## src/design/fbl_regs.vh

```
// Constants for the flash bitstream loader: marker, timing counts, command codes.
// Assumes a 50 MHz mclk; included by the loader and its FIFO.
`ifndef FBL_REGS_VH
`define FBL_REGS_VH
`define FBL_MARKER_ADDR   16'hffff
`define FBL_MARKER_BYTE   8'ha5
`define FBL_ADDR_W        16
`define FBL_CLK_MHZ       50
`define FBL_DIV_W         3
`define FBL_DIV_LAST      3'h7
`define FBL_CFG_LOW_US    8
`define FBL_CFG_LOW_CYC   ((`FBL_CFG_LOW_US * `FBL_CLK_MHZ + 7) / 8)
`define FBL_CF2CK_US      40
`define FBL_CF2CK_CYC     ((`FBL_CF2CK_US * `FBL_CLK_MHZ + 7) / 8)
`define FBL_INIT_EXTRA    40
`define FBL_ERASE_CYC     16'h0400
`define FBL_PULSE_CYC     4'h4
`define FBL_FIFO_DEPTH    16
`define FBL_FIFO_AW       4
`define FBL_CMD_PROG      2'h1
`define FBL_CMD_LOAD      2'h2
`endif

```

## src/design/fbl_loader.v

```verilog
// Flash bitstream loader: host bit port, flash program and passive serial load.
// Assumes a 50 MHz mclk, async host pins and an external open-drain resolver.
`timescale 1ns/1ps
`default_nettype none
`include "fbl_regs.vh"
module fbl_loader (
    // Clock and reset.
    input  wire        mclk,
    input  wire        reset,
    // Host bit port.
    input  wire        host_bit_strobe,
    input  wire        host_cmd_select,
    input  wire        host_bit,
    output reg         host_ack,
    output reg         load_status,
    // Flash memory.
    output reg  [15:0] flash_addr,
    input  wire [7:0]  flash_rd_data,
    output reg  [7:0]  flash_wr_data,
    output reg         flash_ce_n,
    output reg         flash_oe_n,
    output reg         flash_we_n,
    output reg         flash_wr_data_oe,
    // Target passive serial pins.
    output reg         cfg_clk,
    output reg         serial_cfg_bit,
    output reg         target_cfg_n,
    input  wire        target_error_n,
    output wire        target_error_n_out,
    output wire        target_error_n_oe,
    input  wire        target_done,
    output wire        target_done_out,
    output wire        target_done_oe,
    input  wire        target_init_done,
    output wire        target_init_done_out,
    output wire        target_init_done_oe
);
    localparam M_CHECK = 4'h0, M_CHECK2 = 4'h1, M_IDLE = 4'h2, M_ERASE = 4'h3;
    localparam M_PROG = 4'h4, M_MARK = 4'h5, M_CFGLOW = 4'h6, M_CF2CK = 4'h7;
    localparam M_SHIFT = 4'h8, M_INIT = 4'h9, M_DONE = 4'ha;
    localparam W_IDLE = 2'h0, W_SETUP = 2'h1, W_PULSE = 2'h2, W_HOLD = 2'h3;

    function [2:0] sync_push;
        input [2:0] s;
        input       pin;
        begin
            sync_push = {s[1:0], pin};
        end
    endfunction

    reg [2:0]  stb_s, sel_s, bit_s, err_s, done_s;
    reg        stb_lvl, err_lvl, done_lvl;
    reg [3:0]  state;
    reg [1:0]  wstate;
    reg [3:0]  wcnt;
    reg        wreq;
    reg [15:0] wcount;
    reg [2:0]  div;
    reg [2:0]  bitn;
    reg [7:0]  shreg;
    reg [1:0]  cmd;
    reg        cmd_seen;
    reg        ack_pend;
    wire       div_en;
    wire       new_bit;
    wire       fifo_ready, fifo_valid;
    wire [7:0] fifo_out;
    wire       fifo_take;
    wire       fifo_push;

    assign div_en  = (div == `FBL_DIV_LAST);
    // A change counts once the second and third stages agree.
    assign new_bit = (stb_s[1] == stb_s[2]) && (stb_s[2] != stb_lvl);
    assign fifo_push = new_bit && !sel_s[2] && (bitn == 3'h7) && (state == M_PROG);
    assign fifo_take = fifo_valid && (wstate == W_IDLE) && (state == M_PROG) && !wreq;
    // Open-drain status lines are only ever released by the loader.
    assign target_error_n_out   = 1'b0;
    assign target_error_n_oe    = 1'b0;
    assign target_done_out      = 1'b0;
    assign target_done_oe       = 1'b0;
    assign target_init_done_out = 1'b0;
    assign target_init_done_oe  = 1'b0;

    fbl_fifo #(.WIDTH(8), .DEPTH(`FBL_FIFO_DEPTH), .AW(`FBL_FIFO_AW)) u_fifo (
        .mclk      (mclk),
        .reset     (reset),
        .in_data   ({bit_s[2], shreg[7:1]}),
        .in_valid  (fifo_push),
        .in_ready  (fifo_ready),
        .out_data  (fifo_out),
        .out_valid (fifo_valid),
        .out_ready (fifo_take)
    );

    always @(posedge mclk) begin
        if (reset) begin
            stb_s <= 3'h0; sel_s <= 3'h0; bit_s <= 3'h0; err_s <= 3'h7; done_s <= 3'h0;
        end else begin
            stb_s  <= sync_push(stb_s, host_bit_strobe);
            sel_s  <= sync_push(sel_s, host_cmd_select);
            bit_s  <= sync_push(bit_s, host_bit);
            err_s  <= sync_push(err_s, target_error_n);
            done_s <= sync_push(done_s, target_done);
        end
    end

    // Flash write sub-machine: setup, timed write pulse, hold.
    always @(posedge mclk) begin
        if (reset) begin
            wstate <= W_IDLE;
            wcnt   <= 4'h0;
            flash_we_n <= 1'b1;
            flash_wr_data_oe <= 1'b0;
        end else begin
            case (wstate)
                W_IDLE: begin
                    if (wreq) begin
                        wstate <= W_SETUP;
                        flash_wr_data_oe <= 1'b1;
                    end
                end
                W_SETUP: begin
                    wstate <= W_PULSE;
                    flash_we_n <= 1'b0;
                    wcnt <= `FBL_PULSE_CYC;
                end
                W_PULSE: begin
                    wcnt <= wcnt - 4'h1;
                    if (wcnt == 4'h1) begin
                        flash_we_n <= 1'b1;
                        wstate <= W_HOLD;
                    end
                end
                W_HOLD: begin
                    flash_wr_data_oe <= 1'b0;
                    wstate <= W_IDLE;
                end
                default: wstate <= W_IDLE;
            endcase
        end
    end

    always @(posedge mclk) begin
        if (reset) begin
            state <= M_CHECK; div <= 3'h0; wcount <= 16'h0; bitn <= 3'h0;
            shreg <= 8'h0; cmd <= 2'h0; cmd_seen <= 1'b0; stb_lvl <= 1'b0;
            err_lvl <= 1'b1; done_lvl <= 1'b0;
            host_ack <= 1'b0; load_status <= 1'b0; ack_pend <= 1'b0;
            flash_addr <= `FBL_MARKER_ADDR; flash_wr_data <= 8'h0; flash_ce_n <= 1'b1;
            flash_oe_n <= 1'b1; cfg_clk <= 1'b0; serial_cfg_bit <= 1'b0;
            target_cfg_n <= 1'b1; wreq <= 1'b0;
        end else begin
            div  <= div + 3'h1;
            wreq <= 1'b0;
            if ((err_s[1] == err_s[2])) err_lvl <= err_s[2];
            if ((done_s[1] == done_s[2])) done_lvl <= done_s[2];
            if (new_bit) begin
                stb_lvl <= stb_s[2];
                shreg <= {bit_s[2], shreg[7:1]};
                bitn  <= bitn + 3'h1;
                ack_pend <= 1'b1;
            end
            // Ack waits for FIFO room and for the erase to end, so no data bit is lost.
            if (ack_pend && fifo_ready && !new_bit && state != M_ERASE) begin
                host_ack <= stb_lvl;
                ack_pend <= 1'b0;
            end
            case (state)
                M_CHECK: begin
                    // A load cut short by an error may leave the clock high.
                    cfg_clk <= 1'b0;
                    serial_cfg_bit <= 1'b0;
                    flash_addr <= `FBL_MARKER_ADDR;
                    flash_ce_n <= 1'b0;
                    flash_oe_n <= 1'b0;
                    state <= M_CHECK2;
                end
                M_CHECK2: begin
                    flash_oe_n <= 1'b1;
                    flash_ce_n <= 1'b1;
                    wcount <= 16'h0;
                    state <= (flash_rd_data == `FBL_MARKER_BYTE) ? M_CFGLOW : M_IDLE;
                end
                M_IDLE: begin
                    // Chip enable stays low until the marker write has finished.
                    if (wstate == W_IDLE && !wreq) flash_ce_n <= 1'b1;
                    if (new_bit && sel_s[2]) begin
                        cmd <= {bit_s[2], cmd[1]};
                        cmd_seen <= ~cmd_seen;
                        if (cmd_seen) begin
                            bitn <= 3'h0;
                            wcount <= 16'h0;
                            if ({bit_s[2], cmd[1]} == `FBL_CMD_PROG) state <= M_ERASE;
                            else if ({bit_s[2], cmd[1]} == `FBL_CMD_LOAD) state <= M_CFGLOW;
                        end
                    end else if (new_bit) begin
                        bitn <= 3'h0;
                    end
                end
                M_ERASE: begin
                    flash_ce_n <= 1'b0;
                    wcount <= wcount + 16'h1;
                    if (wcount == `FBL_ERASE_CYC) begin
                        flash_addr <= 16'h0;
                        state <= M_PROG;
                    end
                end
                M_PROG: begin
                    if (fifo_take) begin
                        flash_wr_data <= fifo_out;
                        wreq <= 1'b1;
                    end
                    if (wstate == W_HOLD) flash_addr <= flash_addr + 16'h1;
                    if (new_bit && sel_s[2] && !fifo_valid && wstate == W_IDLE) begin
                        state <= M_MARK;
                    end
                end
                M_MARK: begin
                    if (wstate == W_IDLE && !wreq) begin
                        flash_addr <= `FBL_MARKER_ADDR;
                        flash_wr_data <= `FBL_MARKER_BYTE;
                        wreq <= 1'b1;
                        state <= M_IDLE;
                        cmd_seen <= 1'b0;
                    end
                end
                M_CFGLOW: begin
                    target_cfg_n <= 1'b0;
                    load_status <= 1'b0;
                    flash_ce_n <= 1'b1;
                    if (div_en) begin
                        wcount <= wcount + 16'h1;
                        if (wcount == `FBL_CFG_LOW_CYC) begin
                            wcount <= 16'h0;
                            target_cfg_n <= 1'b1;
                            state <= M_CF2CK;
                        end
                    end
                end
                M_CF2CK: begin
                    if (div_en) begin
                        wcount <= wcount + 16'h1;
                        if (wcount == `FBL_CF2CK_CYC) begin
                            wcount <= 16'h0;
                            bitn <= 3'h0;
                            flash_addr <= 16'h0;
                            flash_ce_n <= 1'b0;
                            flash_oe_n <= 1'b0;
                            state <= M_SHIFT;
                        end
                    end
                end
                M_SHIFT: begin
                    // Data changes while cfg_clk is low, rising edge mid-period.
                    if (div == 3'h0) serial_cfg_bit <= flash_rd_data[bitn];
                    if (div == 3'h3) cfg_clk <= 1'b1;
                    if (div_en) begin
                        cfg_clk <= 1'b0;
                        bitn <= bitn + 3'h1;
                        if (bitn == 3'h7) flash_addr <= flash_addr + 16'h1;
                        if (done_lvl) begin
                            wcount <= wcount + 16'h1;
                            if (wcount == `FBL_INIT_EXTRA) state <= M_INIT;
                        end
                    end
                end
                M_INIT: begin
                    cfg_clk <= 1'b0;
                    serial_cfg_bit <= 1'b0;
                    flash_ce_n <= 1'b1;
                    flash_oe_n <= 1'b1;
                    load_status <= 1'b1;
                    cmd_seen <= 1'b0;
                    state <= M_DONE;
                end
                M_DONE: begin
                    if (!err_lvl) begin
                        wcount <= 16'h0;
                        load_status <= 1'b0;
                        state <= M_CHECK;
                    end else if (new_bit && sel_s[2]) begin
                        state <= M_IDLE;
                        cmd <= {bit_s[2], cmd[1]};
                        cmd_seen <= 1'b1;
                    end
                end
                default: state <= M_CHECK;
            endcase
            if (!err_lvl && state == M_SHIFT) state <= M_CHECK;
        end
    end
endmodule // fbl_loader
`default_nettype wire

```

## src/design/fbl_fifo.v

```verilog
// Synchronous FIFO with valid/ready on both sides.
// Assumes one clock and a synchronous active-high reset.
`timescale 1ns/1ps
`default_nettype none
`include "fbl_regs.vh"
module fbl_fifo #(
    parameter WIDTH = 8,
    parameter DEPTH = `FBL_FIFO_DEPTH,
    parameter AW    = `FBL_FIFO_AW
) (
    // Clock and reset.
    input  wire             mclk,
    input  wire             reset,
    // Fill side.
    input  wire [WIDTH-1:0] in_data,
    input  wire             in_valid,
    output wire             in_ready,
    // Drain side.
    output wire [WIDTH-1:0] out_data,
    output wire             out_valid,
    input  wire             out_ready
);
    reg [WIDTH-1:0] mem [0:DEPTH-1];
    reg [AW:0]      wr_ptr;
    reg [AW:0]      rd_ptr;
    wire            full;
    wire            empty;
    assign full      = (wr_ptr[AW] != rd_ptr[AW]) && (wr_ptr[AW-1:0] == rd_ptr[AW-1:0]);
    assign empty     = (wr_ptr == rd_ptr);
    assign in_ready  = !full;
    assign out_valid = !empty;
    assign out_data  = mem[rd_ptr[AW-1:0]];
    always @(posedge mclk) begin
        if (in_valid && !full) begin
            mem[wr_ptr[AW-1:0]] <= in_data;
        end
    end
    always @(posedge mclk) begin
        if (reset) begin
            wr_ptr <= {(AW+1){1'b0}};
            rd_ptr <= {(AW+1){1'b0}};
        end else begin
            if (in_valid && !full) begin
                wr_ptr <= wr_ptr + 1'b1;
            end
            if (out_ready && !empty) begin
                rd_ptr <= rd_ptr + 1'b1;
            end
        end
    end
endmodule // fbl_fifo
`default_nettype wire

```

## config.mk

```make
export PLATFORM = sky130hd
export DESIGN_NAME = fbl_loader
export DESIGN_NICKNAME = d
export VERILOG_FILES = /design/src/design/fbl_loader.v /design/src/design/fbl_fifo.v
export VERILOG_INCLUDE_DIRS = /design/src /design/src/design
export SDC_FILE = /design/constraint.sdc
export NUM_CORES = 1
export LEC_CHECK = 0
export ABC_AREA = 1
export ABC_CLOCK_PERIOD_IN_PS = 4000
export BUFFER_PORTS_ARGS = -buffer_cell sky130_fd_sc_hd__clkbuf_2
export CAP_MARGIN = 20
export CORE_MARGIN = 2
export CORE_UTILIZATION = 45
export DETAILED_ROUTE_END_ITERATION = 8
export GPL_ROUTABILITY_DRIVEN = 0
export PLACE_DENSITY_LB_ADDON = 0.15
export SYNTH_ARGS = -nofsm -noshare
export SYNTH_HDL_FRONTEND = slang
export SYNTH_SLANG_ARGS = --single-unit
```

## constraint.sdc

```tcl
create_clock -name mclk -period 4 [get_ports mclk]
set_input_delay 0.2 -clock mclk [delete_from_list [all_inputs] [get_ports mclk]]
set_output_delay 0.2 -clock mclk [all_outputs]
set_load 0.02 [all_outputs]
```

# == Word level (Yosys, flattened, before mapping) ==
# Memory sizes are Yosys's and may differ from the RTL's. A register that Yosys moved wholly into a read port is not among the register bits.
# Index checks and enable logic that the tools add are counted.
# W data, S select, Z words.
# word_totals
ff_bits,106
ram_bits,128
input_bits,16
elab_cells,243
n_memories,1
# memory_table
memory,words,word_bits,read_ports,rd_clocked_by_memory_dff,wr,line,text
u_fifo.mem,16,8,1,1,1,fbl_fifo.v:23,reg [WIDTH-1:0] mem [0:DEPTH-1];
# op_classes
addsub,7
order_cmp,1
n_eq_ne,57
muxes,86
n_bitwise,1
reduce_logical,58
# op_table
operator,count
$mux W16,16
$pmux W16 S7,1
$pmux W16 S6,1
$mux W4,18
$pmux W4 S11,1
$ne A2 B2 Y1 const B,19
$add A16 B1 Y16 const B,2
$eq A16 B6 Y1 const B,2
$mux W3,8
$mux W1,20
$logic_and A1 B1 Y1,18
$eq A16 B11 Y1 const B,1
$eq A16 B8 Y1 const B,1
$eq A4 B3 Y1 const B,4
$mux W8,2
$pmux W8 S2,1
$reduce_and A8 Y1,2
$reduce_and A14 Y1,1
$reduce_and A2 Y1,7
$eq A4 B4 Y1 const B,3
$add A5 B1 Y5 const B,2
$pmux W1 S2,5
$reduce_bool A2 Y1,5
$reduce_or A2 Y1,5
other kinds (38),65

# == Depth between registers and ports, before layout ==
# logic_depth
word_depth,8
ltp_mapped,13

# == Modules after synthesis ==
# A second synthesis with hierarchy kept.
# unflattened
cells_unflattened,1335
area_unflattened_um2,11178.2
# modules_own_cells
module,n_inst,cells_per_inst,area_per_inst_um2,seq_area_each_um2
fbl_fifo,1,536,5998.3,4124.0
fbl_loader,1,799,5180.0,1881.8

# == Worst setup path after synthesis ==
# Ideal clock, no wire load.
# synth_timing
path_kind,flip-flop to flip-flop
from,register state[1]
to,"memory u_fifo.mem[0][0], enable pin"
setup_ps,370
arrival_time_ps,1801
required_time_ps,3630
path_slack_ps,1828
stages_incl_launch_ff,8
path_buffers,0
synth_period_minus_slack_ps,2172
path_cell_list,dfxtp_1 -> nor2_1 -> nand2_1 -> nor4_1 -> nand2_1 -> inv_1 -> nand2_1 -> nor2_1
# synth_via
elab_chain_len,5
# synth_lines
item,line,text
"start, declared",fbl_loader.v:53,reg [3:0] state;
"start signal, assigned",fbl_loader.v:182,state <= (flash_rd_data == `FBL_MARKER_BYTE) ? M_CFGLOW : M_IDLE;
$eq A4 B3 Y1,fbl_loader.v:74,assign fifo_push = new_bit && !sel_s[2] && (bitn == 3'h7) && (state == M_PROG);
$logic_and A1 B1 Y1,fbl_loader.v:74,
$logic_and A1 B1 Y1,fbl_fifo.v:34,if (in_valid && !full) begin
$mux W1,fbl_fifo.v:34,
$mux W1 (implied by the code),fbl_fifo.v:35,mem[wr_ptr[AW-1:0]] <= in_data;
"end, declared",fbl_fifo.v:23,
# Every way passes these cells.

# == Final worst setup path ==
# layout_timing
from,register stb_s[2]
to,"memory u_fifo.mem[5][5], enable pin"
# layout_via
elab_chain_len,8
# layout_lines
item,line,text
"start, declared",fbl_loader.v:51,"reg [2:0] stb_s, sel_s, bit_s, err_s, done_s;"
"start signal, assigned",fbl_loader.v:99,"stb_s <= sync_push(stb_s, host_bit_strobe);"
$eq A1 B1 Y1 / $ne A1 B1 Y1 (equally long branches),fbl_loader.v:73,assign new_bit = (stb_s[1] == stb_s[2]) && (stb_s[2] != stb_lvl);
$logic_and A1 B1 Y1 (*),fbl_loader.v:73,
$logic_and A1 B1 Y1 (*) (3 in a row),fbl_loader.v:74,
$logic_and A1 B1 Y1 (*),fbl_fifo.v:34,
$mux W1 (*),fbl_fifo.v:34,
$mux W1 (implied by the code) (*),fbl_fifo.v:35,
# Mark *: on every way between the ends. The rest lies on a longest branch, timed or not.

==> summary.md <==
| Metric | Value |
|---|---|
| Outcome | finished, final reports clean |
| Layout Cells excl Fill | 1632 |
| Number of global-route vias before repair | 8106 |
| Pint | 4.511 mW |
| Initial core utilization | 0.4604 |
| Fin Hold WS | 0.1376 ns |
| Dpl ws | 1.081 ns |
| Mean Syn Cell Area | 8.697 µm² |
| Most frequent cells in the layout | nand2_1 (238), nor2_1 (205), edfxtp_1 (128) |
| Root buffer cell | clkbuf_16 |
| Final clock skew | 0.01659 ns |
| DP Cell Count | 1581 |
| Crit path arrival time | 3.06 ns |
| Power density cells | 557.4 nW/µm² |
| Setup TNS | 0 ns |
| Antenna cell count | 0 |
| Cells after Synth | 1250 |
| Sw Share | 0.3386 |
| Worst reg2reg setup slack | 1.10 ns |
| Largest net degree at the start of global routing | 65 |
| Worst reg2reg endpoint | u_fifo.mem[5][5] |
| Aggregate global routing overflow | 0 |
| Placed inst area | 11370 µm² |
| PortBufs | 47 |
| Layout cells sized above 1 | 0.1043 |
| First-pass GRT wire length | 41790 µm |
| GRT Overall Usage | 0.2006 |
| Yosys warns | 0 |
| Dominant synthesized flop cell | edfxtp_1 |
| # setup viols final | 0 |
| Worst-Skew Late Latency | 0.53 ns |
| Critical path endpoint | u_fifo.mem[5][5] |
| Worst Path Required | 4.16 ns |
| Slew Viols, Final | 0 |
| Fin. Hold Viols | 0 |
| # fillers | 2235 |
| Clock power share | 0.336 |
| FF-to-FF path depth | 8 |
| Drt pass-1 iters | 5 |
| Minimum clock period | 2.897 ns |
| Vias per cell | 5.170 |
| Overall Power | 6.821 mW |
| Worst Setup SP | stb_s[2] |
| CP Capture Type | flip-flop |
| Largest family of logic cells by synthesized area | simple AND/OR/NAND/NOR gates |
| Relative slew slack | 0.4647 |
| Peak VDD IR | 283.6 µV |
| Final core utilization | 0.5182 |
| Die W | 159.4 µm |
| NumNets Final | 1332 |
| Worst-Margin Slew | 0.8019 ns |
| Top post-synthesis cells by area | edfxtp_1 (35%), dfxtp_1 (20%), nand2_1 (8.2%), nor2_1 (7.1%), o21ai_0 (4.7%) |
| Post-synthesis simple-gate area fraction | 0.2321 |
| DR WL/cell | 15.76 µm |
| Fmax | 345.2 MHz |
| Mux share of post-synthesis cell area | 0 |
| Core ar. | 23610 µm² |
| Mapped Area | 10870 µm² |
| Net Sw Power | 2.309 mW |
| Fin worst setup slack | 1.103 ns |
| Top Ports | 55 |
| Final Cell Area | 12240 µm² |
| Layout overhead on the synthesized area | 12.56% |
| Std cell rows | 56 |
| MaxCap Viol Count | 0 |
| CTS tree | done |
| Drt initial violations | 531 |
| Clk sink count | 236 |
| Crit path kind | reg2reg |
| Final ANT Viol Nets | 0 |
| Post-synth top area share | 0.3536 |
| Unrepaired setup endpoints after global routing | false |
| Leak | 4.799 nW |
| Routed WL | 25730 µm |
| Max Fanout on Critical Path | 14 |
| Die area | 25420 µm² |
| Post-Synth XOR/XNOR Area | 0.01208 |
| CTS H-tree depth | 1 |
| Ys async rst share | 0 |
| DRC violations left | 0 |
| Sequential fraction of the synthesis area | 0.5524 |
| Fin crit share | 0.7243 |
| Reg2reg start | stb_s[2] |
| CP startpoint kind | flip-flop |
| Post-Synth Adder-Cell Area | 0.02532 |
| CTS Buffer Depth | 3 |
| Vias | 8437 |
| CTS buffer count | 25 |
| Synth cell types | 49 |
| Antenna violations before repair | 0 |
| Chip Height | 159.4 µm |
| Compound-Gate Fraction of Synth Area | 0.1197 |
| Most common cell after layout, fill and taps aside | nand2_1 |
| Comb power frac | 0.254 |
| Yosys top cell by area | edfxtp_1 |
| Clock Pin Slew Worst Setup and Hold Paths | 0.06 ns |
| DP Wirelength | 17240 µm |
| Worst Hold Class | in2reg |
| EDFF count, synth | 128 |
| Seq pwr share | 0.410 |
| Flops & latches, synth | 236 |
final cells by class:
class | instances | area, µm² | share of cell area
Sequential cell | 236 | 6007 | 0.4909
Tap cell | 319 | 399.1 | 0.03262
Inverter | 108 | 405.4 | 0.03313
Clock inverter | 17 | 157.7 | 0.01288
Clock buffer | 29 | 660.6 | 0.05399
Timing Repair Buffer | 61 | 352.8 | 0.02883
Multi-Input combinational cell | 862 | 4254 | 0.3476
registers in the layout (all words and copies together) (netlist names), 4 cells and up, named ones only:
| signal | flops |
|---|---|
| u_fifo.rd_ptr | 5 |
| shreg | 7 |
| state | 4 |
| wcnt | 4 |
| flash_wr_data | 8 |
| u_fifo.mem | 128 |
| flash_addr | 16 |
| wcount | 16 |
| u_fifo.wr_ptr | 5 |
power groups by stage:
stage                     clock network [mW]  registers [mW]  logic (mW)
after CTS                               2.35            2.80        1.72
after global routing                    2.44            2.82        1.96
after floorplan                            0            2.90        1.26
after detailed placement                   0            2.85        1.72
after global placement                     0            2.85        1.70
final                                   2.29            2.80        1.73
worst min path at each step:
| stage | startpoint | cells past startpoint | endpoint |
|---|---|---|---|
| floorplan | target_error_n | 1 | err_s[0] |
| global placement | target_error_n | 2 | err_s[0] |
| detailed placement | target_error_n | 2 | err_s[0] |
| CTS | flash_rd_data[4] | 5 | serial_cfg_bit |
| global route | flash_rd_data[4] | 5 | serial_cfg_bit |
| finish | flash_rd_data[4] | 5 | serial_cfg_bit |
cells by family (layout without fill, tap and decap cells):
family	after synthesis	in the layout
fa+ha+maj	22	22
flops	236	236
buf+inv	157	215
compound gates	230	230
xor+xnor	15	15
simple gates	589	589
other cells	1	6
critical path: stages (launching register included):
cell,delay [ns]
dfxtp_1,0.31
nand3b_1,0.17
nand2_1,0.31
inv_1,0.32
nor4_1,0.29
nand2_1,0.16
inv_1,0.18
nand2_1,0.16
nor2_1,0.63
synth_stat cells (all sizes together), types with 5 or more instances:
library cell and n:
a211oi 5, a21oi 62, buf 14, clkbuf 35, clkinv 6, dfxtp 108
edfxtp 128, ha 22, inv 102, nand2 246, nand3 86, nand4 13
nor2 213, nor3 20, o211ai 28, o21ai 110, o22ai 13, xor2 12
layer usage:
metal	routed length [µm]	vias up	global-route usage
met3	1014	38	0.02631
met2	12120	183	0.3425
met4	591	0	0.05909
met1	12000	3912	0.2676
met5	0	-	0
li1	-	4304	-
repair_timing:
action / CTS / global route
hold endpoints to repair: 5 / 0
hold buffers: 5 / 0
gates resized for setup: 0 / 0
setup buffers: 0 / 0
(Power assumes the default switching activity.)
